<file path="config.mk">
export PLATFORM = sky130hd
export DESIGN_NAME = serial_mram_write_protect
export DESIGN_NICKNAME = d
export VERILOG_FILES = /design/src/block_protect_check.v /design/src/serial_mram_write_protect.v
export VERILOG_INCLUDE_DIRS = /design/src
export SDC_FILE = /design/constraint.sdc
export NUM_CORES = 1
export LEC_CHECK = 0
export BUFFER_PORTS_ARGS = -buffer_cell sky130_fd_sc_hd__buf_2
export CORE_MARGIN = 2
export CORE_UTILIZATION = 45
export CTS_CLUSTER_DIAMETER = 60
export DETAILED_ROUTE_END_ITERATION = 16
export SETUP_SLACK_MARGIN = 0.05
export SKIP_LAST_GASP = 1
export SYNTH_ARGS = -nofsm -noshare
export SYNTH_HDL_FRONTEND = slang
export SYNTH_HIERARCHICAL = 1
export SYNTH_SLANG_ARGS = --single-unit
</file>
<file path="constraint.sdc">
create_clock -name ref_clk -period 4.7 [get_ports ref_clk]
set_input_delay 0.705 -clock ref_clk [delete_from_list [all_inputs] [get_ports ref_clk]]
set_output_delay 0.705 -clock ref_clk [all_outputs]
set_load 0.02 [all_outputs]
</file>
<file path="src/protect_map.vh">
`ifndef PROTECT_MAP_VH
`define PROTECT_MAP_VH

// ==========================================================
// protection_status field positions and reset value
`define PS_PIN_EN_BIT      7
`define PS_RSVD_HI_BIT     6
`define PS_TOP_BOT_BIT     5
`define PS_BPS_MSB         4
`define PS_BPS_LSB         2
`define PS_WEL_BIT         1
`define PS_RSVD_LO_BIT     0
`define PS_RESET           8'h00

// ==========================================================
// command codes
`define CMD_WRITE_ENABLE   8'h06
`define CMD_WRITE_DISABLE  8'h04
`define CMD_READ_STATUS    8'h05
`define CMD_WRITE_STATUS   8'h01
`define CMD_WRITE_ARRAY    8'h02

// ==========================================================
// density codes and addressable bits
`define DENSITY_1MB        2'h0
`define DENSITY_4MB        2'h1
`define DENSITY_8MB        2'h2
`define DENSITY_16MB       2'h3
`define ADDR_BITS_1MB      17
`define ADDR_BITS_4MB      19
`define ADDR_BITS_8MB      20
`define ADDR_BITS_16MB     21

// ==========================================================
// index of the last bit of each frame field, in link clock bits
`define CMD_LAST_BIT       5'h07
`define ADDR_LAST_BIT      5'h17
`define BYTE_LAST_BIT      3'h7

`endif

</file>
<file path="src/block_protect_check.v">
`timescale 1ns/1ps
`include "protect_map.vh"

module block_protect_check #(
  parameter ADDR_BITS = `ADDR_BITS_16MB
) (
  input  wire [23:0] address,
  input  wire        top_bottom_select,
  input  wire [2:0]  block_protect_select,
  output reg         in_protected
);

  // ==========================================================
  // region mask
  // the protected region is the top k address bits all set (top) or
  // all clear (bottom); k = 7 - select, so select 7 masks nothing
  // and both tests pass: the whole array
  reg [23:0] mask;
  integer    i;
  integer    k;

  always @* begin
    k = 7 - block_protect_select;
    for (i = 0; i < 24; i = i + 1) begin
      mask[i] = (i < ADDR_BITS) && (i >= ADDR_BITS - k);
    end
    if (block_protect_select == 3'h0) begin
      in_protected = 1'b0;
    end else if (top_bottom_select) begin
      in_protected = ((address & mask) == 24'h000000);
    end else begin
      in_protected = ((address & mask) == mask);
    end
  end

endmodule

</file>
<file path="src/serial_mram_write_protect.v">
`timescale 1ns/1ps
`include "protect_map.vh"

module serial_mram_write_protect #(
  parameter [1:0] DENSITY = `DENSITY_16MB
) (
  input  wire        ref_clk,
  input  wire        resetn,
  input  wire        spi_clk,
  input  wire        chip_select_n,
  input  wire        serial_in,
  input  wire        write_protect_n,
  output reg         serial_out,
  output reg         serial_out_oe,
  output reg         mem_write,
  output reg  [23:0] mem_addr,
  output reg  [7:0]  mem_wdata,
  output reg         write_rejected,
  output wire [7:0]  protection_status,
  output reg         write_enable_latch
);

  // ==========================================================
  // density decode
  function integer density_bits;
    input [1:0] code;
    begin
      case (code)
        `DENSITY_1MB: density_bits = `ADDR_BITS_1MB;
        `DENSITY_4MB: density_bits = `ADDR_BITS_4MB;
        `DENSITY_8MB: density_bits = `ADDR_BITS_8MB;
        default:      density_bits = `ADDR_BITS_16MB;
      endcase
    end
  endfunction

  function [23:0] low_mask;
    input integer bits;
    integer j;
    begin
      for (j = 0; j < 24; j = j + 1) begin
        low_mask[j] = (j < bits);
      end
    end
  endfunction

  localparam integer    ADDR_BITS = density_bits(DENSITY);
  localparam [23:0]     ADDR_MASK = low_mask(ADDR_BITS);

  // upper bits forced low, so an address beyond the array aliases back onto it
  function [23:0] wrap_addr;
    input [23:0] a;
    begin
      wrap_addr = a & ADDR_MASK;
    end
  endfunction

  // a write goes ahead only with the latch set and nothing blocking it
  function write_gate;
    input latch;
    input blocked;
    begin
      write_gate = latch & ~blocked;
    end
  endfunction

  localparam [1:0] ST_CMD    = 2'h0;
  localparam [1:0] ST_ADDR   = 2'h1;
  localparam [1:0] ST_DATA   = 2'h2;
  localparam [1:0] ST_IGNORE = 2'h3;

  // ==========================================================
  // pin synchronisers
  // the link clock is only oversampled; at 50 MHz against a slower
  // link this leaves several cycles between edges
  reg sclk_meta;
  reg sclk_sync;
  reg sclk_last;
  reg cs_meta;
  reg cs_sync;
  reg cs_last;
  reg si_meta;
  reg si_sync;
  reg wp_meta;
  reg wp_sync;

  always @(posedge ref_clk or negedge resetn) begin
    if (!resetn) begin
      // idle pin levels, so no false edge follows reset
      sclk_meta <= 1'b0;
      sclk_sync <= 1'b0;
      sclk_last <= 1'b0;
      cs_meta   <= 1'b1;
      cs_sync   <= 1'b1;
      cs_last   <= 1'b1;
      si_meta   <= 1'b0;
      si_sync   <= 1'b0;
      wp_meta   <= 1'b1;
      wp_sync   <= 1'b1;
    end else begin
      sclk_meta <= spi_clk;
      sclk_sync <= sclk_meta;
      sclk_last <= sclk_sync;
      cs_meta   <= chip_select_n;
      cs_sync   <= cs_meta;
      cs_last   <= cs_sync;
      si_meta   <= serial_in;
      si_sync   <= si_meta;
      wp_meta   <= write_protect_n;
      wp_sync   <= wp_meta;
    end
  end

  wire sclk_rise = sclk_sync & ~sclk_last;
  wire sclk_fall = ~sclk_sync & sclk_last;
  wire cs_end    = cs_sync & ~cs_last;
  wire selected  = ~cs_sync;

  // ==========================================================
  // protection_status fields
  reg       pin_protect_enable;
  reg       top_bottom_select;
  reg [2:0] block_protect_select;

  assign protection_status = {pin_protect_enable, 1'b0, top_bottom_select,
                              block_protect_select, write_enable_latch,
                              1'b0};

  // ==========================================================
  // frame state
  reg [1:0]  phase;
  reg [4:0]  bit_cnt;
  reg [2:0]  byte_bit;
  reg [7:0]  cmd;
  reg        cmd_valid;
  reg [23:0] addr_shift;
  reg [23:0] addr;
  reg [7:0]  data_shift;
  reg [7:0]  read_shift;
  reg        reading;

  wire [7:0]  next_cmd    = {addr_shift[6:0], si_sync};
  wire [23:0] next_addr   = {addr_shift[22:0], si_sync};
  wire [7:0]  next_byte   = {data_shift[6:0], si_sync};
  wire [23:0] decoded     = wrap_addr(addr);
  wire        in_protected;

  // a low pin only matters once the enable bit is set
  wire pin_gated       = pin_protect_enable & ~wp_sync;
  // status write permitted only with the latch set and the pin not gating
  wire status_write_ok = write_gate(write_enable_latch, pin_gated);
  // array write permitted only with the latch set and outside the region
  wire array_write_ok  = write_gate(write_enable_latch, in_protected);

  block_protect_check #(
    .ADDR_BITS (ADDR_BITS)
  ) u_check (
    .address              (decoded),
    .top_bottom_select    (top_bottom_select),
    .block_protect_select (block_protect_select),
    .in_protected         (in_protected)
  );

  // ==========================================================
  // command, address and data capture
  always @(posedge ref_clk or negedge resetn) begin
    if (!resetn) begin
      phase                <= ST_CMD;
      bit_cnt              <= 5'h00;
      byte_bit             <= 3'h0;
      cmd                  <= 8'h00;
      cmd_valid            <= 1'b0;
      addr_shift           <= 24'h000000;
      addr                 <= 24'h000000;
      data_shift           <= 8'h00;
      reading              <= 1'b0;
      mem_write            <= 1'b0;
      mem_addr             <= 24'h000000;
      mem_wdata            <= 8'h00;
      write_rejected       <= 1'b0;
      pin_protect_enable   <= 1'b0;
      top_bottom_select    <= 1'b0;
      block_protect_select <= 3'h0;
      write_enable_latch   <= 1'b0;
    end else begin
      mem_write      <= 1'b0;
      write_rejected <= 1'b0;
      if (!selected) begin
        phase    <= ST_CMD;
        bit_cnt  <= 5'h00;
        byte_bit <= 3'h0;
        reading  <= 1'b0;
        if (cs_end && cmd_valid) begin
          case (cmd)
            `CMD_WRITE_ENABLE:  write_enable_latch <= 1'b1;
            `CMD_WRITE_DISABLE: write_enable_latch <= 1'b0;
            `CMD_WRITE_STATUS:  write_enable_latch <= 1'b0;
            `CMD_WRITE_ARRAY:   write_enable_latch <= 1'b0;
            default:            write_enable_latch <= write_enable_latch;
          endcase
        end
        if (cs_end) begin
          cmd_valid <= 1'b0;
        end
      end else if (sclk_rise) begin
        case (phase)
          ST_CMD: begin
            addr_shift <= next_addr;
            bit_cnt    <= bit_cnt + 5'h01;
            if (bit_cnt == `CMD_LAST_BIT) begin
              cmd       <= next_cmd;
              cmd_valid <= 1'b1;
              bit_cnt   <= 5'h00;
              case (next_cmd)
                `CMD_WRITE_STATUS: phase <= ST_DATA;
                `CMD_WRITE_ARRAY:  phase <= ST_ADDR;
                `CMD_READ_STATUS: begin
                  phase   <= ST_IGNORE;
                  reading <= 1'b1;
                end
                default:           phase <= ST_IGNORE;
              endcase
            end
          end
          ST_ADDR: begin
            addr_shift <= next_addr;
            bit_cnt    <= bit_cnt + 5'h01;
            if (bit_cnt == `ADDR_LAST_BIT) begin
              addr  <= next_addr;
              phase <= ST_DATA;
            end
          end
          ST_DATA: begin
            data_shift <= next_byte;
            byte_bit   <= byte_bit + 3'h1;
            if (byte_bit == `BYTE_LAST_BIT) begin
              if (cmd == `CMD_WRITE_STATUS) begin
                phase <= ST_IGNORE;
                if (status_write_ok) begin
                  pin_protect_enable   <= next_byte[`PS_PIN_EN_BIT];
                  top_bottom_select    <= next_byte[`PS_TOP_BOT_BIT];
                  block_protect_select <= next_byte[`PS_BPS_MSB:`PS_BPS_LSB];
                end else begin
                  write_rejected <= 1'b1;
                end
              end else begin
                if (array_write_ok) begin
                  mem_write <= 1'b1;
                  mem_addr  <= decoded;
                  mem_wdata <= next_byte;
                end else begin
                  write_rejected <= 1'b1;
                end
                // discarded bytes still move the address on
                addr <= wrap_addr(addr + 24'h000001);
              end
            end
          end
          default: begin
            phase <= ST_IGNORE;
          end
        endcase
      end
    end
  end

  // ==========================================================
  // status read-out on falling link edges
  // the status byte repeats for as long as the host keeps clocking
  always @(posedge ref_clk or negedge resetn) begin
    if (!resetn) begin
      read_shift    <= 8'h00;
      serial_out    <= 1'b0;
      serial_out_oe <= 1'b0;
    end else if (!selected || !reading) begin
      read_shift    <= protection_status;
      serial_out    <= 1'b0;
      serial_out_oe <= 1'b0;
    end else if (sclk_fall) begin
      serial_out    <= read_shift[7];
      serial_out_oe <= 1'b1;
      read_shift    <= {read_shift[6:0], read_shift[7]};
    end
  end

endmodule

</file>
== After elaboration in Yosys (flattened, before gate mapping) ==
Cells that the tools add are included.

* Register bits after elaboration: 125
* Input port bits: 6
* Output and inout bits: 45
* Logic and storage cells: 172

* Add/sub/neg operators: 5
* Magnitude comparators: 21
* Eq/ne operators: 21
* Muxes and demuxes: 51
* Bitwise operators: 15
* Reductions and logical operators: 29

{| class="wikitable"
|+ Operators with widths
! operator !! number
|-
| $ge 5x32->1 const A || 8
|-
| $ge 6x32->1 const A || 5
|-
| $ge 4x32->1 const A || 4
|-
| $ge 3x32->1 const A || 2
|-
| $mux 21 || 3
|-
| $pmux 21 s2 || 1
|-
| $ge 1x32->1 const A || 1
|-
| $ge 2x32->1 const A || 1
|-
| $sub 6x32->32 const A || 1
|-
| $mux 1 || 29
|-
| $eq 8x3->1 const B || 3
|-
| $logic_not 24->1 || 1
|-
| $add 21x1->21 const B || 1
|-
| $and 21x21->21 || 1
|-
| $eq 21x21->1 || 1
|-
| $reduce_and 6->1 || 3
|-
| $eq 8x1->1 const B || 2
|-
| $eq 8x2->1 const B || 2
|-
| $mux 8 || 2
|-
| $reduce_bool 2->1 || 8
|-
| $mux 5 || 3
|-
| $mux 2 || 6
|-
| $ne 3x3->1 const B || 4
|-
| $reduce_and 4->1 || 3
|-
| other kinds (28) || 47
|}

== Longest topological paths before layout ==
Gate-level depths: netlist of run 1.

* Depth after elaboration: 15
* Mapped depth: 15
* Depth with buffers taken out: 11

== Cells and area by module ==
Netlist of run 1, hierarchy kept.

{| class="wikitable"
|+ By module, submodules not included
! module !! times used !! cells each !! area an instance (µm²)
|-
| serial_mram_write_protect || 1 || 463 || 5631.7
|-
| block_protect_check || 1 || 75 || 540.5
|}

== Worst setup path after synthesis of run 1 ==
OpenSTA, ideal clock, no wires.

* Kind: register to register
* Start: register block_protect_select[1]
* End: register mem_addr[19]
* Library setup time: 0.125 ns
* Arrival: 2.984 ns
* Data required time: 4.575 ns
* Setup slack: 1.591 ns
* Stages on the path, launching flop included: 14
* Buffers on the path: 4
* Clock period less this slack: 3.109 ns
* Cell sequence: dfrtp_1 -> buf_6 -> inv_1 -> ha_1 -> buf_4 -> a21o_2 -> a221o_2 -> a211oi_2 -> and3b_1 -> a21oi_2 -> or3_1 -> buf_6 -> buf_6 -> mux2_4

* Cells in the longest elaborated chain, start to end: 10
* Elaborated cells on any way between the ends: 32
* Classes of those cells: add/sub (2); order compare (21); eq/ne (1); mux (2); bitwise (3); reduce/logical (3)

{| class="wikitable"
|+ RTL lines
! what !! line !! text
|-
| from (decl) || serial_mram_write_protect.v:123 || <nowiki>reg [2:0] block_protect_select;</nowiki>
|-
| from (signal assigned) || serial_mram_write_protect.v:242 || <nowiki>block_protect_select <= next_byte[`PS_BPS_MSB:`PS_BPS_LSB];</nowiki>
|-
| $sub 3x3->4 || block_protect_check.v:23 || <nowiki>k = 7 - block_protect_select;</nowiki>
|-
| $sub 6x32->32 || block_protect_check.v:25 || <nowiki>mask[i] = (i < ADDR_BITS) && (i >= ADDR_BITS - k);</nowiki>
|-
| $ge 1x32->1, or another cell as far along || block_protect_check.v:25 ||
|-
| $and 21x21->21 || block_protect_check.v:30, block_protect_check.v:32 ||
|-
| $eq 21x21->1 or $logic_not 24->1 (tied branches) || block_protect_check.v:32, block_protect_check.v:30 ||
|-
| $mux 1 || block_protect_check.v:29 || <nowiki>end else if (top_bottom_select) begin</nowiki>
|-
| $mux 1 * || block_protect_check.v:27 || <nowiki>if (block_protect_select == 3'h0) begin</nowiki>
|-
| net in_protected || serial_mram_write_protect.v:146 || <nowiki>wire in_protected;</nowiki>
|-
| $not 1->1 * || serial_mram_write_protect.v:63 || <nowiki>write_gate = latch & ~blocked;</nowiki>
|-
| $and 1x1->1 * || serial_mram_write_protect.v:63 ||
|-
| $reduce_and 6->1 (no line) * || -- ||
|-
| to (signal assigned) || serial_mram_write_protect.v:249 || <nowiki>mem_addr <= decoded;</nowiki>
|-
| to (decl) || serial_mram_write_protect.v:16 || <nowiki>output reg [23:0] mem_addr,</nowiki>
|}

The timed path passes the listed nets; every way through them passes the cells marked *.
A chain may end at the register's enable or synchronous reset.

== Worst setup path in the final report of run 1 ==
* Start: register block_protect_select[2]
* End: register mem_addr[14]

Same word-level chain as after synthesis.

==> results.md, run 1 <==
- Number of max-cap violations: 0
- Status: completed
- Synthesized area: 6170 µm²
- P&R area growth vs syn: 13.1%
- First-pass GRT wire length: 22.3 mm
- Post-route setup TNS: 0 ns
- Area share of the largest cell type after synthesis: 48.2%
- Predominant post-synthesis flop cell: dfrtp_1
- Via count: 4297
- Gr usage total: 19.8%
- Crit path largest cell delay: 0.48 ns
- Startpoint types: flip-flop
- Ys Warns: 6
- Worst Max-Slew Pin Slew: 1.03 ns
- DRC Markers: 0
- Slew Limit Fails: 0
- Dpl hpwl: 9.35 mm
- Seq/Total Area, Yosys: 50.4%
- Synth unique cells: 77
- Core Region: 13300 µm²
- Worst path required time: 4.99 ns
- Die Y: 121 µm
- Vias in the first global route: 4303
- WL final: 13.5 mm
- Part of the cycle the worst path needs: 77.9%
- Critical Path Fanout Max: 19
- Top cells by count, synth: 119 x dfrtp_1, 42 x mux2_2, 36 x nand2_1, 34 x a21oi_1, 34 x nor2_1
- Pwr Density: 360 nW/µm²
- Row count: 42
- Synth area leaders: dfrtp_1 48%, mux2_2 7.7%, mux2_4 6.1%
- WL/cell: 17.7 µm
- FF-to-FF setup slack: 1.04 ns
- Headroom to the max-slew limit: 31.7%
- Post-synthesis cell count: 538
- Root Buffer: clkbuf_16
- CP Launch Point: block_protect_select[2]$_DFFE_PN0P_
- Clk_skew: 0.00792 ns
- Final setup fails: 0
- IR Drop Worst-Case VDD: 0.239 mV
- CTS resizes: 0
- Die Wd: 121 µm
- EDFF count, synth: 0
- Max Clock Freq: 273 MHz
- Worst skew pair latency: 0.41 ns
- Kind of critical path: flip-flop to flip-flop
- CTS Sinks: 124
- Setup bufs post-CTS: 0
- R2R depth: 11
- CP max stage cell: dfrtp_1
- H-tree levels: 4
- I/O pin count: 51
- Count leader, synth: dfrtp_1
- CP top delay family: compound AO/OA/AOI/OAI gates
- Yosys top cell by area: dfrtp_1
- RR Endpoint: mem_addr[14]$_DFFE_PN0P_
- Buffers added on ports: 45
- Cts hold-fix bufs: 0
- Fin nets: 592
- First DRT Iteration DRCs: 318
- Hold Vio Cnt, Final: 0
- Crit end category: flip-flop
- Number of CTS-inserted buffers: 17
- Final Critical Period: 3.66 ns
- DR vias/cell: 5.62
- Hold Crit Class: primary input to asynchronous set/reset pin
- Share of cells above drive strength 1: 29.2%
- Pleak: 3.35 nW
- 1st-pass router iterations: 5
- Antenna viol nets, final: 0
- Starting Density: 46.4%
- Reg2reg start: block_protect_select[2]$_DFFE_PN0P_
- Worst Path Buf+Inv: 2
- Critical-path cell list: inv_1 -> ha_1 -> a211o_1 -> a222oi_1 -> o2111ai_1 -> a211oi_2 -> and3b_1 -> a21oi_2 -> or3_2 -> buf_4 -> mux2_4
- Mapped Avg Cell Area: 11.5 µm²
- Worst Path Arrival: 3.95 ns
- CTS max path bufs: 2
- Pin count of the biggest net entering global routing: 44
- CTS tree: done
- Initial antenna violation count: 0
- Ys async rst share: 100%
- Overflow after GRT: 0
- CTS clk-pin slew, worst paths: 0.06 ns
- Register bit total from synthesis: 124
- RSZ-0062 raised after global routing: false
- Total Die Area: 14700 µm²
- N_diodes: 0
- Placer Congestion: 0.829
- Core Util, Final: 52.5%
[state kept, by name (all words and copies together) (netlist names), 2 cells and up]
name                  count
addr                     21
mem_addr                 21
addr_shift               20
cmd                       8
mem_wdata                 8
read_shift                8
data_shift                7
bit_cnt                   5
block_protect_select      3
byte_bit                  3
phase                     2
[power breakdown]
group          switching [mW]  total (mW)  leakage, nW  internal, mW
Combinational          0.0573       0.109         1.39        0.0516
Clock                   0.464        1.24        0.274         0.780
Sequential             0.0498        1.16         1.69          1.11
Total                   0.572        2.51         3.35          1.94
[per-stage QoR]
| stage | cell area [µm²] | cells | total power [mW] | hold WS [ns] | setup WS (ns) |
|---|---|---|---|---|---|
| 2_1_floorplan | 6190 | 542 | 1.24 | 0.331 | 1.59 |
| 3_3_place_gp | 6410 | 733 | 1.28 | 0.333 | 1.22 |
| 3_5_place_dp | 6410 | 733 | 1.29 | 0.335 | 1.13 |
| 4_1_cts | 6980 | 765 | 2.54 | 0.290 | 1.04 |
| 5_1_grt | 6980 | 765 | 2.62 | 0.309 | 0.842 |
| 6_report | 6980 | 765 | 2.51 | 0.272 | 1.04 |
[cells in the final DEF (no fill, tap or decap), types with 3 or more instances in the layout]
master and instances:
a21oi_1 34, a22oi_1 3, a2bb2oi_1 4, and3_1 3, buf_2 44, buf_4 7, clkbuf_16 17, clkbuf_8 4
clkinv_2 4, clkinvlp_4 4, conb_1 5, dfrtp_1 119, dfstp_2 5, ha_1 10, inv_1 11, mux2_2 42
mux2_4 25, mux2i_1 11, nand2_1 36, nand2b_1 11, nand3_1 14, nand4_1 3, nor2_1 34, nor2b_1 4
nor3_1 12, nor4_1 5, o21ai_0 29, o21ai_1 4, o22ai_1 9, o31ai_1 3, or3_1 3, xor2_1 3
[worst max path at each step]
stage	to	slack (ns)	cells after the start
5_1_grt	mem_addr[14]$_DFFE_PN0P_	0.84	11
3_5_place_dp	mem_addr[10]$_DFFE_PN0P_	1.13	11
6_report	mem_addr[14]$_DFFE_PN0P_	1.04	11
3_3_place_gp	mem_addr[19]$_DFFE_PN0P_	1.22	11
2_1_floorplan	mem_addr[19]$_DFFE_PN0P_	1.59	13
4_1_cts	mem_addr[7]$_DFFE_PN0P_	1.04	11
[cells by family after synthesis]
group           Yosys count  synth area share, %
xor+xnor                  5                0.710
other cells               1               0.0608
buf+inv                  47                 5.13
mux                      80                 15.9
flops                   124                 50.4
simple gates            147                 12.8
fa+ha+maj                10                 2.03
compound gates          124                 13.1
[routing by layer]
metal | GRT usage [%] | wire length, µm | vias up | part of all wire [%]
li1 | - | - | 2029 | -
met1 | 27.2 | 6310 | 2123 | 47
met2 | 29.8 | 6330 | 127 | 47
met3 | 4.32 | 621 | 18 | 4.6
met4 | 9.23 | 252 | 0 | 1.9
met5 | 0 | 0 | - | 0
[layout make-up]
| cell class | instances | area (µm²) |
|---|---|---|
| multi-input combinational | 371 | 2760 |
| clock inverter | 10 | 88.8 |
| tap | 176 | 220 |
| clock buffer | 22 | 484 |
| inverter | 11 | 41.3 |
| fill | 1137 | 6320 |
| timing repair buffer | 51 | 273 |
| sequential | 124 | 3110 |
(Power assumes the default switching activity.)
==> run 2: changes to the inputs <==
clock period = 3.5 ns   (was 4.7 ns; I/O delays follow)
==> results.md, run 2 (same netlist as run 1, synthesis figures left out) <==
- Clk_skew: 0.00956 ns (+0.00164 ns)
- Critical-path cell list: inv_1 -> ha_1 -> a211o_1 -> a222oi_1 -> o2111ai_1 -> a211oi_2 -> and3b_1 -> a21oi_2 -> or3_2 -> buf_12 -> mux2_2
- I/O pin count: 51 (unchanged)
- Area of the multi-input gates: 2760 µm² (unchanged)
- DR top layer: met4
- Met3 routed WL: 646 µm (+4.0%)
- Starting Density: 46.4% (unchanged)
- Crit end category: flip-flop
- Hold Crit Class: primary input to asynchronous set/reset pin
- CTS Sinks: 124 (unchanged)
- Worst Path Arrival: 3.43 ns (-0.52 ns)
- Max Clock Freq: 320 MHz (+17%)
- Internal: 2.67 mW (+38%)
- Worst Max-Slew Pin Slew: 0.934 ns (-0.0912 ns)
- Part of the cycle the worst path needs: 89.2% (+11 points)
- Core Region: 13300 µm² (unchanged)
- WL/cell: 17.3 µm (-1.9%)
- Met2 WL: 6.11 mm (-3.4%)
- Worst path required time: 3.80 ns (-1.19 ns)
- Post-layout instance area: 7060 µm² (+1.2%)
- Share of cells above drive strength 1: 29.5% (+0.35 points)
- Die Y: 121 µm (unchanged)
- Register Area: 3110 µm² (unchanged)
- Gr usage total: 20.1% (+0.27 points)
- Slew Limit Fails: 0 (unchanged)
- Row count: 42 (unchanged)
- Dpl hpwl: 9.48 mm (+1.4%)
- Placer Congestion: 0.842 (+1.5%)
- # fillers: 1176 (+3.4%)
- Worst skew pair latency: 0.42 ns (about the same)
- Startpoint types: flip-flop
- RSZ-0062 raised after global routing: false
- Pin count of the biggest net entering global routing: 66 (+50%)
- Headroom to the max-slew limit: 37.6% (+6.0 points)
- H-tree levels: 4 (unchanged)
- NetSw: 0.739 mW (+29%)
- Root Buffer: clkbuf_16
- DRC Markers: 0 (unchanged)
- Regs by FF count: addr: 21 flops, mem_addr: 21 flops, addr_shift: 20 flops
- Initial antenna violation count: 0 (unchanged)
- Post-DP Area: 6490 µm² (+1.4%)
- Crit path largest cell delay: 0.47 ns (about the same)
- 1st-pass router iterations: 5 (unchanged)
- Clk network pwr share: 50.0% (+0.5 points)
- CTS max path bufs: 2 (unchanged)
- Status: completed
- Vias in the first global route: 4279 (-0.56%)
- WL final: 13.4 mm (-0.58%)
- Sw Share: 21.7% (-1.1 points)
- Overflow after GRT: 0 (unchanged)
- N_diodes: 0 (unchanged)
- Via count: 4296 (-0.023%)
- Setup bufs post-CTS: 0 (unchanged)
- CTS clk-pin slew, worst paths: 0.06 ns (about the same)
- Most common cell after layout, fill and taps aside: dfrtp_1
- Number of max-cap violations: 0 (unchanged)
- Final setup fails: 0 (unchanged)
- Cts hold-fix bufs: 0 (unchanged)
- Pleak: 3.42 nW (+1.9%)
- Total Die Area: 14700 µm² (unchanged)
- Buffers added on ports: 45 (unchanged)
- IR Drop Worst-Case VDD: 0.314 mV (+31%)
- R2R depth: 11 (unchanged)
- Kind of critical path: flip-flop to flip-flop
- Antenna viol nets, final: 0 (unchanged)
- Fin nets: 602 (+1.7%)
- CTS tree: done
- P&R area growth vs syn: 14.5%
- Hold Vio Cnt, Final: 0 (unchanged)
- CTS resizes: 0 (unchanged)
- Pwr Density: 483 nW/µm² (+34%)
- First DRT Iteration DRCs: 277 (-13%)
- Gate power share: 4.3% (about the same)
- Seq pwr share: 45.7% (-0.4 points)
- CP max stage cell: dfrtp_1
- Commonest cells after routing, fill and taps aside: 119 x dfrtp_1, 44 x buf_2, 42 x mux2_2
- DRT met1 WL: 6.43 mm (+1.9%)
- Die Wd: 121 µm (unchanged)
- Number of CTS-inserted buffers: 17 (unchanged)
- DR vias/cell: 5.54 (-1.3%)
- Final Critical Period: 3.12 ns (-0.537 ns)
- Post-route setup TNS: 0 ns (unchanged)
- Critical Path Fanout Max: 32 (+13)
- First-pass GRT wire length: 22.6 mm (+0.98%)
- Hold slack: 0.201 ns (-0.0717 ns)
[run 2: cell count changes in the layout (fill, tap and decap cells not counted)]
cell        change
buf_12          +1
buf_4           +9
bufinv_16       +2
clkbuf_1        +5
clkbuf_8        -4
clkinv_2        +1
clkinvlp_4      -3
inv_6           -1
[run 2: routing by layer]
layer	GRT usage, %	vias up
li1	-	2045
met1	28.6	2102
met2	29.8	129
met3	4.23	20
met4	8.07	0
met5	0	-
[run 2: worst paths after layout]
| path | end | slack (ns) | start |
|---|---|---|---|
| worst min-delay path | addr_shift[0]$_DFFE_PN0P_ | 0.20 | resetn |
| max in group asynchronous | mem_addr[13]$_DFFE_PN0P_ | 2.44 | resetn |
| worst max-delay path | mem_wdata[5]$_DFFE_PN0P_ | 0.38 | block_protect_select[1]$_DFFE_PN0P_ |
| min in group ref_clk | wp_meta$_DFF_PN1_ | 0.20 | write_protect_n |
| worst max register to register | mem_wdata[5]$_DFFE_PN0P_ | 0.38 | block_protect_select[1]$_DFFE_PN0P_ |
| worst min register to register | si_sync$_DFF_PN0_ | 0.35 | si_meta$_DFF_PN0_ |
[run 2: layout make-up]
type | count | share of cell area [%]
multi-input cells | 371 | 39.1
flip-flops and latches | 124 | 44.0
clock inverters | 9 | 1.74
repair buffers | 61 | 5.10
well taps | 176 | 3.12
inverters | 11 | 0.584
clock buffers | 23 | 6.34
[run 2: power by group through the flow]
stage	Sequential, mW	Combinational (mW)	Clock, mW
3_5_place_dp	1.58	0.149	0
6_report	1.56	0.146	1.70
3_3_place_gp	1.58	0.144	0
5_1_grt	1.57	0.167	1.83
2_1_floorplan	1.55	0.110	0
4_1_cts	1.56	0.150	1.74
[run 2: worst max-delay path, delay by kind of cell, from the launching register on]
family / cells / cell delay, ns
AOI/OAI and AO/OA: 5 / 1.13
buffers and inverters: 2 / 0.35
DFF: 1 / 0.47
adders and majority gates: 1 / 0.33
and+or+nand+nor: 2 / 0.36
muxes: 1 / 0.36
[run 2: stage by stage]
step	setup WS, ns	std cells	power, mW	utilization (%)
global placement	0.474	743	1.72	48.8
detailed placement	0.397	743	1.73	48.8
floorplan	0.391	542	1.66	-
CTS	0.391	775	3.45	53.1
global route	0.236	775	3.56	53.1
finish	0.378	775	3.41	53.1
